--- src/hw/tac_pkg.sv ---
package tac_pkg;

  // Word index of each register; the byte address on the bus is four times the index.
  localparam logic [15:0] IDX_EN_A = 16'hfe16;
  localparam logic [15:0] IDX_EN_B = 16'hfe17;
  localparam logic [15:0] IDX_EN_C = 16'hfe18;
  localparam logic [15:0] IDX_EN_D = 16'hfe19;
  localparam logic [15:0] IDX_EN_E = 16'hfe1a;
  localparam logic [15:0] IDX_EN_I = 16'hfe1e;
  localparam logic [15:0] IDX_VEC = 16'hfe1f;
  localparam logic [15:0] IDX_IRQ_STAT = 16'hfe20;
  localparam logic [15:0] IDX_IRQ_MASK = 16'hfe21;

  // Geometry of the enable registers and of the source space.
  localparam int unsigned N_EN_REG = 6;
  localparam int unsigned N_SRC = 48;
  localparam int unsigned SRC_W = 6;
  localparam int unsigned N_EXT = 8;
  localparam int unsigned VEC_W = 7;
  localparam int unsigned START_BIT = 7;

  // Positions that have a source behind them, enable register A in the low byte.
  localparam logic [47:0] SRC_VALID = {8'hc0, 8'h0f, 8'h0f, 8'hc0, 8'h7f, 8'hff};

  // Slot number that marks an address outside the enable registers.
  localparam logic [2:0] SLOT_NONE = 3'h7;

  // Values after reset.
  localparam logic [47:0] EN_RST = 48'h0;
  localparam logic [6:0] VEC_RST = 7'h00;
  localparam logic [1:0] EV_RST = 2'h0;

  // Interrupt events of the status and mask registers.
  localparam int unsigned N_EV = 2;
  localparam int unsigned EV_HW_END = 0;
  localparam int unsigned EV_SW_END = 1;

  // Engine hand-off states.
  typedef enum logic [1:0] {
    ST_IDLE = 2'b01,
    ST_BUSY = 2'b10
  } tac_state_e;

endpackage : tac_pkg

--- src/hw/tac_activation.sv ---
`timescale 1ns/1ps
module tac_activation (
  input wire logic clk_i,
  input wire logic rst_i,
  input wire logic wb_cyc_i,
  input wire logic wb_stb_i,
  input wire logic wb_we_i,
  input wire logic [17:2] wb_adr_i,
  input wire logic [3:0] wb_sel_i,
  input wire logic [31:0] wb_dat_i,
  output logic [31:0] wb_dat_o,
  output logic wb_ack_o,
  input wire logic [7:0] ext_irq_i,
  input wire logic [39:0] src_req_i,
  input wire logic xfer_done_i,
  input wire logic xfer_interrupt_select_bit_i,
  input wire logic xfer_count_zero_i,
  input wire logic sw_interrupt_select_bit_clear_i,
  output logic xfer_start_o,
  output logic xfer_sw_o,
  output logic [5:0] xfer_src_o,
  output logic [6:0] xfer_vec_o,
  output logic irq_o
);

  typedef struct packed {
    logic [47:0] en;
    logic start;
    logic [6:0] vec;
    logic sw_req;
    logic sw_end;
    tac_pkg::tac_state_e st;
    logic cur_sw;
    logic [5:0] cur_src;
    logic go;
    logic ack;
    logic [31:0] rdat;
  } tac_main_s;

  tac_main_s s_q;
  tac_main_s s_d;

  logic [47:0] req_raw;
  logic [47:0] req_live;
  logic pick_any;
  logic [5:0] pick_idx;
  logic [1:0] ev;
  logic [1:0] irq_st;
  logic [1:0] irq_mask;
  logic bus_wr;
  logic [15:0] idx;
  logic [2:0] slot;
  logic st_wr;
  logic mask_wr;

  // External lines land in register A in reverse order, line 0 on bit 7.
  for (genvar g = 0; g < tac_pkg::N_EXT; g++) begin : g_ext
    assign req_raw[7 - g] = ext_irq_i[g];
  end
  assign req_raw[47:8] = src_req_i;

  // Positions without a source never raise a request, whatever software writes there.
  assign req_live = req_raw & s_q.en & tac_pkg::SRC_VALID;

  tac_prio_pick #(
    .N(tac_pkg::N_SRC),
    .W(tac_pkg::SRC_W)
  ) u_pick (
    .req_i(req_live),
    .any_o(pick_any),
    .idx_o(pick_idx)
  );

  // Writes take effect on the edge where the master sees ack, so a held request writes once.
  assign idx = wb_adr_i;
  assign bus_wr = wb_cyc_i & wb_stb_i & wb_we_i & s_q.ack & wb_sel_i[0];
  assign st_wr = bus_wr & (idx == tac_pkg::IDX_IRQ_STAT);
  assign mask_wr = bus_wr & (idx == tac_pkg::IDX_IRQ_MASK);

  // Slot of the enable register that the current address names.
  always_comb begin
    unique case (idx)
      tac_pkg::IDX_EN_A: slot = 3'h0;
      tac_pkg::IDX_EN_B: slot = 3'h1;
      tac_pkg::IDX_EN_C: slot = 3'h2;
      tac_pkg::IDX_EN_D: slot = 3'h3;
      tac_pkg::IDX_EN_E: slot = 3'h4;
      tac_pkg::IDX_EN_I: slot = 3'h5;
      default: slot = tac_pkg::SLOT_NONE;
    endcase
  end

  // Next state: transfer completion first, then software writes, then a new launch.
  always_comb begin
    s_d = s_q;
    ev = tac_pkg::EV_RST;
    s_d.go = 1'b0;
    s_d.ack = wb_cyc_i & wb_stb_i & ~s_q.ack;

    // Completion decides whether the trigger survives.
    if ((s_q.st == tac_pkg::ST_BUSY) && xfer_done_i) begin
      if (s_q.cur_sw) begin
        if (!xfer_interrupt_select_bit_i && !xfer_count_zero_i) begin
          s_d.start = 1'b0;
        end else begin
          s_d.sw_end = 1'b1;
          ev[tac_pkg::EV_SW_END] = 1'b1;
        end
      end else if (xfer_interrupt_select_bit_i || xfer_count_zero_i) begin
        s_d.en[s_q.cur_src] = 1'b0;
        ev[tac_pkg::EV_HW_END] = 1'b1;
      end
      // Otherwise the enable bit is simply left alone.
    end

    // Software has dropped the select bit after the end interrupt.
    if (s_q.sw_end && sw_interrupt_select_bit_clear_i) begin
      s_d.start = 1'b0;
      s_d.sw_end = 1'b0;
    end

    // Software writes; a write of one to the start bit beats a hardware clear.
    if (bus_wr) begin
      if (slot != tac_pkg::SLOT_NONE) begin
        s_d.en[{slot, 3'h0} +: 8] = wb_dat_i[7:0];
      end else if (idx == tac_pkg::IDX_VEC) begin
        if (!s_q.start) begin
          s_d.vec = wb_dat_i[6:0];
        end
        if (wb_dat_i[tac_pkg::START_BIT]) begin
          if (!s_d.start) begin
            s_d.sw_req = 1'b1;
          end
          s_d.start = 1'b1;
        end
      end
    end

    // One transfer at a time; sources come before a software request.
    unique case (s_q.st)
      tac_pkg::ST_IDLE: begin
        if (pick_any) begin
          s_d.go = 1'b1;
          s_d.st = tac_pkg::ST_BUSY;
          s_d.cur_sw = 1'b0;
          s_d.cur_src = pick_idx;
        end else if (s_q.sw_req) begin
          s_d.go = 1'b1;
          s_d.st = tac_pkg::ST_BUSY;
          s_d.cur_sw = 1'b1;
          s_d.sw_req = 1'b0;
        end
      end
      tac_pkg::ST_BUSY: begin
        if (xfer_done_i) begin
          s_d.st = tac_pkg::ST_IDLE;
        end
      end
    endcase

    // Read data is captured with ack; unmapped words read as zero.
    if (s_d.ack) begin
      s_d.rdat = 32'h0;
      if (!wb_we_i) begin
        if (slot != tac_pkg::SLOT_NONE) begin
          s_d.rdat[7:0] = s_q.en[{slot, 3'h0} +: 8];
        end else if (idx == tac_pkg::IDX_VEC) begin
          s_d.rdat[7:0] = {s_q.start, s_q.vec};
        end else if (idx == tac_pkg::IDX_IRQ_STAT) begin
          s_d.rdat[1:0] = irq_st;
        end else if (idx == tac_pkg::IDX_IRQ_MASK) begin
          s_d.rdat[1:0] = irq_mask;
        end
      end
    end
  end

  // State register; reset leaves no source and no software request able to start.
  always_ff @(posedge clk_i) begin
    if (rst_i) begin
      s_q <= '0;
      s_q.st <= tac_pkg::ST_IDLE;
      s_q.en <= tac_pkg::EN_RST;
      s_q.vec <= tac_pkg::VEC_RST;
    end else begin
      s_q <= s_d;
    end
  end

  tac_irq_stat #(
    .N(tac_pkg::N_EV)
  ) u_irq (
    .clk_i(clk_i),
    .rst_i(rst_i),
    .ev_i(ev),
    .st_wr_i(st_wr),
    .mask_wr_i(mask_wr),
    .wdat_i(wb_dat_i[1:0]),
    .st_o(irq_st),
    .mask_o(irq_mask),
    .irq_o(irq_o)
  );

  // The vector output is only meaningful with a software start; it is locked while start is set.
  assign wb_dat_o = s_q.rdat;
  assign wb_ack_o = s_q.ack;
  assign xfer_start_o = s_q.go;
  assign xfer_sw_o = s_q.cur_sw;
  assign xfer_src_o = s_q.cur_src;
  assign xfer_vec_o = s_q.vec;

  // Helper state that only the checks below read.
  logic [47:0] prev_en;
  logic vec_wr;
  logic en_wr;
  logic hw_done;
  logic sw_done;
  always_ff @(posedge clk_i) begin
    prev_en <= s_q.en;
  end
  assign vec_wr = bus_wr & (idx == tac_pkg::IDX_VEC);
  assign en_wr = bus_wr & (slot != tac_pkg::SLOT_NONE);
  assign hw_done = (s_q.st == tac_pkg::ST_BUSY) & xfer_done_i & ~s_q.cur_sw;
  assign sw_done = (s_q.st == tac_pkg::ST_BUSY) & xfer_done_i & s_q.cur_sw;
endmodule : tac_activation

--- src/hw/tac_irq_stat.sv ---
`timescale 1ns/1ps
module tac_irq_stat #(
  parameter int unsigned N = 2
) (
  input wire logic clk_i,
  input wire logic rst_i,
  input wire logic [N-1:0] ev_i,
  input wire logic st_wr_i,
  input wire logic mask_wr_i,
  input wire logic [N-1:0] wdat_i,
  output logic [N-1:0] st_o,
  output logic [N-1:0] mask_o,
  output logic irq_o
);

  typedef struct packed {
    logic [N-1:0] st;
    logic [N-1:0] mask;
    logic irq;
  } tac_irq_s;

  tac_irq_s s_q;
  tac_irq_s s_d;

  // A one written to a status bit clears it, but an event in the same cycle wins.
  always_comb begin
    s_d = s_q;
    if (st_wr_i) begin
      s_d.st = s_q.st & ~wdat_i;
    end
    s_d.st = s_d.st | ev_i;
    if (mask_wr_i) begin
      s_d.mask = wdat_i;
    end
    s_d.irq = |(s_d.st & s_d.mask);
  end

  // State register.
  always_ff @(posedge clk_i) begin
    if (rst_i) begin
      s_q <= '0;
    end else begin
      s_q <= s_d;
    end
  end

  assign st_o = s_q.st;
  assign mask_o = s_q.mask;
  assign irq_o = s_q.irq;
endmodule : tac_irq_stat

--- src/hw/tac_prio_pick.sv ---
`timescale 1ns/1ps
module tac_prio_pick #(
  parameter int unsigned N = 48,
  parameter int unsigned W = 6
) (
  input wire logic [N-1:0] req_i,
  output logic any_o,
  output logic [W-1:0] idx_o
);

  // Lowest index wins; the loop walks downward so the last hit is the lowest one.
  always_comb begin
    any_o = 1'b0;
    idx_o = '0;
    for (int i = N - 1; i >= 0; i--) begin
      if (req_i[i]) begin
        any_o = 1'b1;
        idx_o = W'(i);
      end
    end
  end

endmodule : tac_prio_pick

--- config.mk ---
export PLATFORM = sky130hd
export DESIGN_NAME = tac_activation
export DESIGN_NICKNAME = d
export VERILOG_FILES = /design/src/hw/tac_pkg.sv /design/src/hw/tac_activation.sv /design/src/hw/tac_irq_stat.sv /design/src/hw/tac_prio_pick.sv
export SDC_FILE = /design/constraint.sdc
export NUM_CORES = 1
export LEC_CHECK = 0
export BUFFER_PORTS_ARGS = -buffer_cell sky130_fd_sc_hd__buf_2
export CORE_MARGIN = 2
export CORE_UTILIZATION = 44
export CTS_BUF_LIST = sky130_fd_sc_hd__clkbuf_4
export CTS_CLUSTER_DIAMETER = 60
export CTS_CLUSTER_SIZE = 25
export DETAILED_ROUTE_END_ITERATION = 16
export PLACE_DENSITY = 0.7
export SYNTH_ARGS = -nofsm -noshare
export SYNTH_HDL_FRONTEND = slang
export SYNTH_SLANG_ARGS = --single-unit
--- constraint.sdc ---
create_clock -name clk_i -period 5.7 [get_ports clk_i]
set_input_delay 0.57 -clock clk_i [delete_from_list [all_inputs] [get_ports clk_i]]
set_output_delay 0.57 -clock clk_i [all_outputs]
set_load 0.02 [all_outputs]
# --- Word level (Yosys, flattened, before mapping) ---
# Index checks and enable logic that the tools add are counted.
op_classes:
  addsub: 1
  magnitude_cmp: 2
  n_eq_ne: 14
  n_shift: 3
  mux: 94
  bitwise_logic: 19
  n_reduce_logical: 16
ops:
  columns: ["op", "n"]
  rows:
  - ["$mux 6", 28]
  - ["$eq 16x16->1 const B", 9]
  - ["$mux 48", 3]
  - ["$and 48x48->48", 2]
  - ["$mux 57", 1]
  - ["$mux 49", 1]
  - ["$bwmux 48", 1]
  - ["$not 48->48", 1]
  - ["$shift 8x8->48 const A", 1]
  - ["$shiftx 48x7->8", 1]
  - ["$shiftx 8x8->48", 1]
  - ["$mux 1", 43]
  - ["$mux 9", 2]
  - ["$pmux 3 s6", 1]
  - ["$mux 8", 2]
  - ["$mux 2", 7]
  - ["$neg 6->8", 1]
  - ["$and 1x1->1", 7]
  - ["$lt 6x7->1 const B", 1]
  - ["$mux 7", 1]
  - ["$demux 1 s6", 1]
  - ["$ge 6x1->1 const B", 1]
  - ["$mux 3", 2]
  - ["$ne 3x3->1 const B", 2]
  - ["other kinds (16)", 29]
totals:
  register_bits: 82
  output_inout_bits: 49
  wordCells: 163

# --- Logic depth before layout (Yosys ltp) ---
# Gate-level depths: netlist of run 1.
logic_depth:
  word_depth: 30
  mapped_depth: 13
  ltp_nobuf: 12

# --- Hierarchy ---
# Synthesis of run 1 repeated with hierarchy kept, for this count alone.
hier_totals:
  cells_unflattened: 728
  area_unflattened_um2: 5527.8
by_module_without_submodules:
  columns: ["module", "n_inst", "cells_each", "area_each_um2"]
  rows:
  - ["tac_activation", 1, 603, 4722.0]
  - ["tac_prio_pick", 1, 108, 630.6]
  - ["tac_irq_stat", 1, 17, 175.2]

# --- Worst setup path after synthesis of run 1 ---
# No wires, ideal clock.
synth_path:
  kind: "input to register"
  startpoint: "input wb_adr_i[9] in the netlist's numbering"
  endpoint: "register s_q[54] in the netlist's numbering"
  setup_time_ns: 0.132
  arrival_time_ns: 3.476
  slack_ns: 2.092
  stages: 12
  n_path_buf: 2
  path_cell_list: "or4b_4 -> or2_2 -> nor3_4 -> buf_6 -> ha_1 -> ha_1 -> nor2_1 -> nand4_1 -> or4_1 -> clkbuf_1 -> o211ai_1 -> a21oi_1"
synth_between:
  elab_chain_cells: 7
synth_lines:
  columns: ["item", "line_no", "rtl"]
  rows:
  - ["from (decl)", "tac_activation.sv:8", "input wire logic [17:2] wb_adr_i,"]
  - ["$eq 16x16->1", "tac_activation.sv:82", "unique case (idx)"]
  - ["$pmux 3 s6 (*)", "tac_activation.sv:82", null]
  - ["$neg 6->8", "tac_activation.sv:125", "s_d.en[{slot, 3'h0} +: 8] = wb_dat_i[7:0];"]
  - ["$shiftx 8x8->48 / $shift 8x8->48 (equally long branches)", "tac_activation.sv:125", null]
  - ["$bwmux 48", "tac_activation.sv:125", null]
  - ["$mux 48 (*)", "tac_activation.sv:124", "if (slot != tac_pkg::SLOT_NONE) begin"]
  - ["$mux 57 (*)", "tac_activation.sv:123", "if (bus_wr) begin"]
  - ["to (decl)", "tac_activation.sv:40", "tac_main_s s_q;"]
# Mark *: on every way between the ends. The rest lies on a longest branch, timed or not.
# A chain may end at the register's enable or synchronous reset.

# --- Final worst setup path of run 1 ---
layout_path:
  startpoint: "input wb_adr_i[9] in the netlist's numbering"
  endpoint: "register s_q[76] in the netlist's numbering"
# The elaborated chain is that of the path after synthesis.

==> impl_results.md, run 1 <==
* Outcome: finished, final reports clean
* Worst-skew pair later-pin latency at between 0.4 and 0.5 ns
* Max incr delay on CP at 0.77 ns
* Setup-failing EPs final at 0
* R2R setup slack at between 2 and 3 ns
* Std-Cell Core Area at about 0.011 sq mm
* Initial antenna violation count at 1
* Maxcap violations at 0
* First-pass GRT wire length at roughly 25000 um
* CP Cell Sequence: buf_2 -> or4b_4 -> or2_2 -> nor3_4 -> buf_4 -> inv_1 -> ha_1 -> nor2b_1 -> nand3_1 -> nor4_4 -> nor4b_1 -> a41o_1
* Detail Placement HPWL at 12300 um
* Worst slew pin tran at roughly 0.97 ns
* Post-CTS Setup Inserts at 0
* Distinct cell type count after synthesis at 64
* Clock Tree Buf Depth at 2
* Data required time of the critical path at 6.05 ns
* Placement Setup Slack at around 1.5 ns
* Non-filler cells, final at ~840
* Die Footprint at ~0.012 sq mm
* Gpl congestion at around 0.95
* RSZ-0062 raised after global routing: no
* Initial DRC count at roughly 500
* Top cells by area, synth: dfxtp_1 (32%), buf_4 (7.0%), nand2_1 (6.9%), a21oi_1 (6.4%), o21ai_0 (5.4%)
* Crit path DAT at 4.08 ns
* Final min period at about 3.7 ns
* Register area share after synthesis at 0.325
* Hold depth at 2
* Clk pwr share at 0.398
* Yosys top cell by area: dfxtp_1
* Final max-slew violation count at 0
* Synth async-reset ratio at 0
* P_int at between 800 and 900 uW
* Fin. Hold Viols at 0
* Worst-path clk slew at about 0.14 ns
* Sequential share of power at 0.520
* Multiplexer share of the synthesized area at 0.0425
* Vias at just over 5000
* Crit. End Element: flip-flop
* # rows at 39
* # IOs at between 150 and 200
* FF-to-FF End: s_q[76]
* Yosys reg bits at 82
* Peak VDD IR at roughly 0.12 mV
* Commonest register cell after synthesis: dfxtp_1
* Inst Count DP at 822
* Worst path slowest cell: nor4_4
* Area Overhead vs Synth at 8.71%
* Initial core utilization at 0.447
* Vias in the first global route at 4681
* TritonCTS clock tree: done
* Number of CTS-inserted buffers at 9
* Via-to-Cell Ratio at approximately 6.0
* # DRC at 0
* Switching Fraction at 0.257
* Post-synthesis simple-gate area fraction at 0.242
* Post-CTS Resized at 0
* GRT Total Usage at 0.251
* Synth Area per Inst at 7.93 sq um
* IO buf count at between 80 and 90
* Kind of critical path: input port to flip-flop
* Critical path's top delay family: simple AND/OR/NAND/NOR gates
* Combinational share of power at 0.083
* Synth Instances at between 600 and 700
* Root Buffer: clkbuf_4
* Reg2reg path depth at 6
* Htree depth at 3
* Number of flops mapped to enable cells by yosys at 0
* Yosys top cell area share at 0.325
* Netlist Area Pre-Place at slightly above 0.005 sq mm
* Largest net degree at the start of global routing at 44
* Leak at 0.00205 uW
* CTS Sinks at ~80
* Crit Reg-Reg Startpoint: wb_ack_o
* GRT overflow at 0
* Largest family of logic cells by synthesized area: compound AO/OA/AOI/OAI gates
* Die span in x at approximately 110 um
* WP buf/inv at 3
* Drt first pass iters at 6
* Drt wl/cell at approximately 19 um
* Crit-path max FO at 16
* Power Density at 202 mW/mm^2
* Routed Antenna Nets at 0
* Fmax at between 0.2 and 0.3 GHz
* Post-CTS Hold Fix Bufs at 0
* Final Power at between 1000 and 1500 uW
* Psw at ~290 uW
* Fin Setup TNS at 0 ns
* Ys Warns at 0
* Die H at approximately 110 um
* Nets at 802
* Hold Startpoint: wb_dat_i[7]
* Adder-Cell Fraction of Synth Area at 0.00742
* Synth Area in XOR/XNOR at 0
* Final worst slack at roughly 2.0 ns
* Final wirelength at 16000 um
* Synth Area in Compound Gates at 0.283
* Clk_skew at ~0.018 ns
* Hold Path End: s_q[68]
* Rel. slew slack at 0.352
* Ratio of final minimum period to clock period at 0.655
* HP Class: input port to flip-flop
* CP startpoint kind: input port
* Share of cells above drive strength 1 at 0.180
cells in the mapped netlist (all sizes together), types with 3 or more instances:
| cell type | instances |
|---|---|
| nand2 | 93 |
| dfxtp | 82 |
| a21oi | 65 |
| buf | 56 |
| o21ai | 55 |
| nor2 | 36 |
| o31ai | 31 |
| mux2i | 17 |
| nand3 | 17 |
| clkbuf | 16 |
| nor2b | 16 |
| a22o | 12 |
| o211ai | 12 |
| a22oi | 11 |
| nor3 | 11 |
| o21a | 11 |
| nor4 | 9 |
| inv | 8 |
| nand2b | 8 |
| nand3b | 8 |
| nand4 | 7 |
| and3 | 5 |
| nor3b | 5 |
| mux2 | 4 |
| o31a | 4 |
| ha | 3 |
| or3 | 3 |
metrics by stage:
stage          utilization  hold WS, ns  instance area (sq um)
2_1_floorplan            -        0.450                   5140
5_1_grt              0.486        0.415                   5500
4_1_cts              0.486        0.407                   5500
3_5_place_dp         0.469        0.472                   5310
6_report             0.486        0.414                   5500
3_3_place_gp         0.469        0.463                   5310
kinds of logic (layout without fill, tap and decap cells):
kind of cell             after synthesis  count (layout)
AO/OA/AOI/OAI                        223             223
adder cells (fa/ha/maj)                3               3
buffers and inverters                 80             113
flip-flops                            82              82
multiplexers                          21              21
other                                  1              25
AND/OR/NAND/NOR                      228             228
final cells by class:
type                    count  area (sq um)
flip-flops and latches     82          1640
multi-input cells         499          3000
repair buffers             90           463
clock inverters             6           115
inverters                   8          30.0
well taps                 143           179
diodes                      1          2.50
clock buffers               9          67.6
fillers                  1108          5820
how the worst max path moves through the flow:
stage / from / end / cells past startpoint
after global routing: wb_adr_i[9] / s_q[76] / 12
after floorplan: wb_adr_i[9] / s_q[54] / 12
final: wb_adr_i[9] / s_q[76] / 12
after detailed placement: wb_adr_i[9] / s_q[76] / 12
after global placement: wb_adr_i[9] / s_q[76] / 12
after CTS: wb_adr_i[9] / s_q[76] / 12
sequential cells by signal, summed over array words and instances (netlist names):
signal / cells
u_irq.mask_o: 2
wb_ack_o: 1
xfer_start_o: 1
s_q: 53
u_irq.st_o: 2
u_irq.irq_o: 1
xfer_sw_o: 1
wb_dat_o: 8
xfer_vec_o: 7
xfer_src_o: 6
per-layer routing:
layer | vias to the layer above | wire [um] | track usage
met5 | - | 0 | 0
met4 | 0 | 352 | 0.0790
met3 | 27 | 1350 | 0.0481
met2 | 232 | 7160 | 0.395
met1 | 2418 | 7110 | 0.349
li1 | 2390 | - | -
placed cells by master (no fill, tap or decap), types with 16 or more instances in the layout:
cell type and n:
nand2_1 93, buf_2 85, dfxtp_1 82, a21oi_1 65, o21ai_0 55, nor2_1 35
o31ai_1 31, conb_1 24, mux2i_1 17, nand3_1 17, nor2b_1 16
power by group through the flow:
stage	Combinational (uW)	Sequential (uW)	Clock, uW
3_5_place_dp	89.7	589	0
4_1_cts	90.0	576	440
5_1_grt	98.3	577	459
2_1_floorplan	61.6	589	0
3_3_place_gp	88.1	588	0
6_report	91.8	576	441
(Power assumes the default switching activity.)
==> run 2, diff against run 1 <==
--- a/config.mk
+++ b/config.mk
@@ -5,6 +5,7 @@
 export SDC_FILE = /design/constraint.sdc
 export NUM_CORES = 1
 export LEC_CHECK = 0
+export ABC_AREA = 1
 export BUFFER_PORTS_ARGS = -buffer_cell sky130_fd_sc_hd__buf_2
 export CORE_MARGIN = 2
 export CORE_UTILIZATION = 44
@@ -12,7 +13,7 @@
 export CTS_CLUSTER_DIAMETER = 60
 export CTS_CLUSTER_SIZE = 25
 export DETAILED_ROUTE_END_ITERATION = 16
-export PLACE_DENSITY = 0.7
+export PLACE_DENSITY = 0.73
 export SYNTH_ARGS = -nofsm -noshare
 export SYNTH_HDL_FRONTEND = slang
 export SYNTH_SLANG_ARGS = --single-unit
==> constraint.sdc (replaced) <==
create_clock -name clk_i -period 3.4 [get_ports clk_i]
set_input_delay 0.34 -clock clk_i [delete_from_list [all_inputs] [get_ports clk_i]]
set_output_delay 0.34 -clock clk_i [all_outputs]
set_load 0.02 [all_outputs]
==> impl_results.md, run 2 <==
* First-pass GRT wire length at 23700 um (was 24600 um)
* Die H at 111 um (about the same)
* Detail Placement HPWL at 11500 um (was 12300 um)
* Worst-skew pair later-pin latency at 0.43 ns (was 0.44 ns)
* Worst slew pin tran at 0.976 ns (was 0.967 ns)
* Ys Warns at 0 (unchanged)
* Synth Instances at 746 (was 638)
* Clock Tree Buf Depth at 2 (unchanged)
* Routed Antenna Nets at 0 (unchanged)
* Htree depth at 3 (unchanged)
* HP Class: input port to flip-flop (unchanged)
* Commonest register cell after synthesis: dfxtp_1 (unchanged)
* Post-CTS Setup Inserts at 0 (unchanged)
* CTS Sinks at 82 (unchanged)
* Post-route met1 wirelength at 6740 um (was 7110 um)
* Most numerous cell in the Yosys netlist: nand2_1 (unchanged)
* Number of CTS-inserted buffers at 9 (unchanged)
* Crit path DAT at 3.06 ns (was 4.08 ns)
* Area Overhead vs Synth at 8.90% (was 8.71%)
* Final wirelength at 15000 um (was 16000 um)
* Routed wl met3 at 1140 um (was 1350 um)
* Power Density at 311 mW/mm^2 (was 202 mW/mm^2)
* Ant. Diodes at 0 (was 1)
* Met2 wire length at 6780 um (was 7160 um)
* Setup-failing EPs final at 0 (unchanged)
* GRT Total Usage at 0.240 (was 0.251)
* Number of flops mapped to enable cells by yosys at 0 (unchanged)
* Worst path slowest cell: ha_1 (was nor4_4)
* Vias at 5184 (was 5067)
* Die span in x at 111 um (about the same)
* Die Footprint at 0.0123 sq mm (was 0.0124 sq mm)
* Drt first pass iters at 7 (was 6)
* Highest Signal Layer: met4 (unchanged)
* Vias in the first global route at 4636 (was 4681)
* Peak VDD IR at 0.152 mV (was 0.120 mV)
* Ratio of final minimum period to clock period at 0.792
* Final max-slew violation count at 0 (unchanged)
* Crit-path max FO at 10 (was 16)
* Synth async-reset ratio at 0 (unchanged)
* CP startpoint kind: input port (unchanged)
* Rel. slew slack at 0.344 (was 0.352)
* # IOs at 158 (unchanged)
* Synth Area per Inst at 6.77 sq um (was 7.93 sq um)
* Share of cells above drive strength 1 at 0.181 (was 0.180)
* Worst Hold Slack at 0.176 ns (was 0.414 ns)
* RSZ-0062 raised after global routing: no (unchanged)
* IO buf count at 85 (unchanged)
* R2R setup slack at 1.07 ns (was 2.96 ns)
* GRT overflow at 0 (unchanged)
* Initial core utilization at 0.446 (was 0.447)
* Yosys top cell area share at 0.325 (about the same)
* Data required time of the critical path at 3.77 ns (was 6.05 ns)
* Maxcap violations at 0 (unchanged)
* Top cells by area, synth: dfxtp_1 (33%), nand2_1 (8.9%), o21ai_0 (8.4%), a21oi_1 (7.5%), buf_4 (6.7%) (was dfxtp_1 (32%), buf_4 (7.0%), nand2_1 (6.9%), a21oi_1 (6.4%), o21ai_0 (5.4%))
* Commonest non-fill, non-tap cell in the layout: nand2_1 (unchanged)
* Gpl congestion at 0.958 (was 0.954)
* Outcome: finished, final reports clean (unchanged)
* Initial DRC count at 582 (was 501)
* Largest net degree at the start of global routing at 42 (was 44)
* Fin Setup TNS at 0 ns (unchanged)
* Crit. End Element: flip-flop (unchanged)
* CP Cell Sequence: buf_2 -> nor2_2 -> nand3_2 -> nor2_2 -> nand3_2 -> o211ai_4 -> nor2_4 -> ha_1 -> ha_1 -> nand2_1 -> nor2_4 -> nand2_4 -> inv_2 -> nand2_1 -> a21oi_1 (was buf_2 -> or4b_4 -> or2_2 -> nor3_4 -> buf_4 -> inv_1 -> ha_1 -> nor2b_1 -> nand3_1 -> nor4_4 -> nor4b_1 -> a41o_1)
* Fin. Hold Viols at 0 (unchanged)
* Via-to-Cell Ratio at 5.42 (was 6.05)
* Max incr delay on CP at 0.41 ns (was 0.77 ns)
* Leak at 0.00240 uW (was 0.00205 uW)
* TritonCTS clock tree: done (unchanged)
* # rows at 39 (unchanged)
* Std-Cell Core Area at 0.0113 sq mm (unchanged)
* Drt wl/cell at 15.7 um (was 19.1 um)
* Fmax at about 0.37 GHz
* Yosys reg bits at 82 (unchanged)
* Post-CTS Resized at 0 (unchanged)
* Register area share after synthesis at 0.325 (about the same)
* Nets at 920 (was 802)
* Initial antenna violation count at 0 (was 1)
* Distinct cell type count after synthesis at 48 (was 64)
* Yosys top cell by area: dfxtp_1 (unchanged)
* # DRC at 0 (unchanged)
* Leading cell types by count after synthesis: nand2_1 (120), o21ai_0 (85), dfxtp_1 (82), nor2_1 (82), inv_1 (80) (was nand2_1 (93), dfxtp_1 (82), a21oi_1 (65))
* Netlist Area Pre-Place at 0.00505 sq mm (was 0.00506 sq mm)
* Worst-path clk slew at 0.14 ns (about the same)
* Root Buffer: clkbuf_4 (unchanged)
* Top reg by flops: s_q (unchanged)
* Clk_skew at 0.0138 ns (was 0.0184 ns)
* Post-CTS Hold Fix Bufs at 0 (unchanged)
* Final min period at roughly 2.7 ns
* Max FFs per register at 53 (unchanged)
* Kind of critical path: input port to flip-flop (unchanged)
* Commonest non-fill, non-tap cells in the layout: nand2_1 (120), o21ai_0 (85), buf_2 (85) (was nand2_1 (93), buf_2 (85), dfxtp_1 (82))
==> run 2: cell count changes after synthesis, moves of 16 or more <==
cell	previous run	this run
o31ai_1	31	0
nor2_1	35	82
inv_1	8	80
mux2i_1	17	1
o21ai_0	55	85
nor2b_1	16	0
nand3_1	17	34
nand2_1	93	120
==> run 2: worst max-delay path, delay by kind of cell <==
| kind | cells | cell delay, ns |
|---|---|---|
| buf+inv | 2 | 0.26 |
| compound gates | 2 | 0.55 |
| fa+ha+maj | 2 | 0.60 |
| simple gates | 9 | 1.32 |
==> run 2: final timing paths <==
path / from / endpoint / cells after the start
min: sw_interrupt_select_bit_clear_i / s_q[43] / 4
min reg2reg: wb_dat_o[6] / wb_dat_o[6] / 2
max: wb_adr_i[9] / s_q[76] / 15
max reg2reg: s_q[65] / xfer_src_o[2] / 13
==> run 2: power breakdown <==
group | total (uW) | internal [uW] | leakage [uW] | switching, uW
Clock | 609 | 231 | 0.0000733 | 378
Combinational | 134 | 37.4 | 0.00167 | 96.4
Sequential | 966 | 964 | 0.000661 | 1.62
Total | 1710 | 1230 | 0.00240 | 476
==> run 2: layer usage <==
metal | up-vias | track usage
met5 | - | 0
met4 | 0 | 0.0716
li1 | 2562 | -
met3 | 34 | 0.0339
met1 | 2332 | 0.334
met2 | 256 | 0.387
==> run 2: final cells by class <==
type / count / area (sq um)
fill: 1218 / 5820
multi-input combinational: 530 / 2700
sequential: 82 / 1640
timing repair buffer: 93 / 485
inverter: 92 / 350
tap: 143 / 179
clock inverter: 7 / 76.3
clock buffer: 9 / 67.6
==> run 2: logic make-up after synthesis <==
group | count (synthesis) | share of synthesized area
buffers and inverters | 157 | 0.158
and+or+nand+nor | 292 | 0.272
AOI/OAI and AO/OA | 210 | 0.235
other | 1 | 0.000743
DFF | 82 | 0.325
muxes | 1 | 0.00198
adders and majority gates | 3 | 0.00744
==> run 2: stage by stage <==
step	instance area, sq um	instances	power (uW)	util	setup slack, ns
after global placement	5350	940	1120	0.473	0.348
after CTS	5500	956	1710	0.486	0.783
after floorplan	5130	769	1080	-	0.466
after detailed placement	5350	940	1120	0.473	0.322
after global routing	5500	956	1770	0.486	0.503
final	5500	956	1710	0.486	0.709
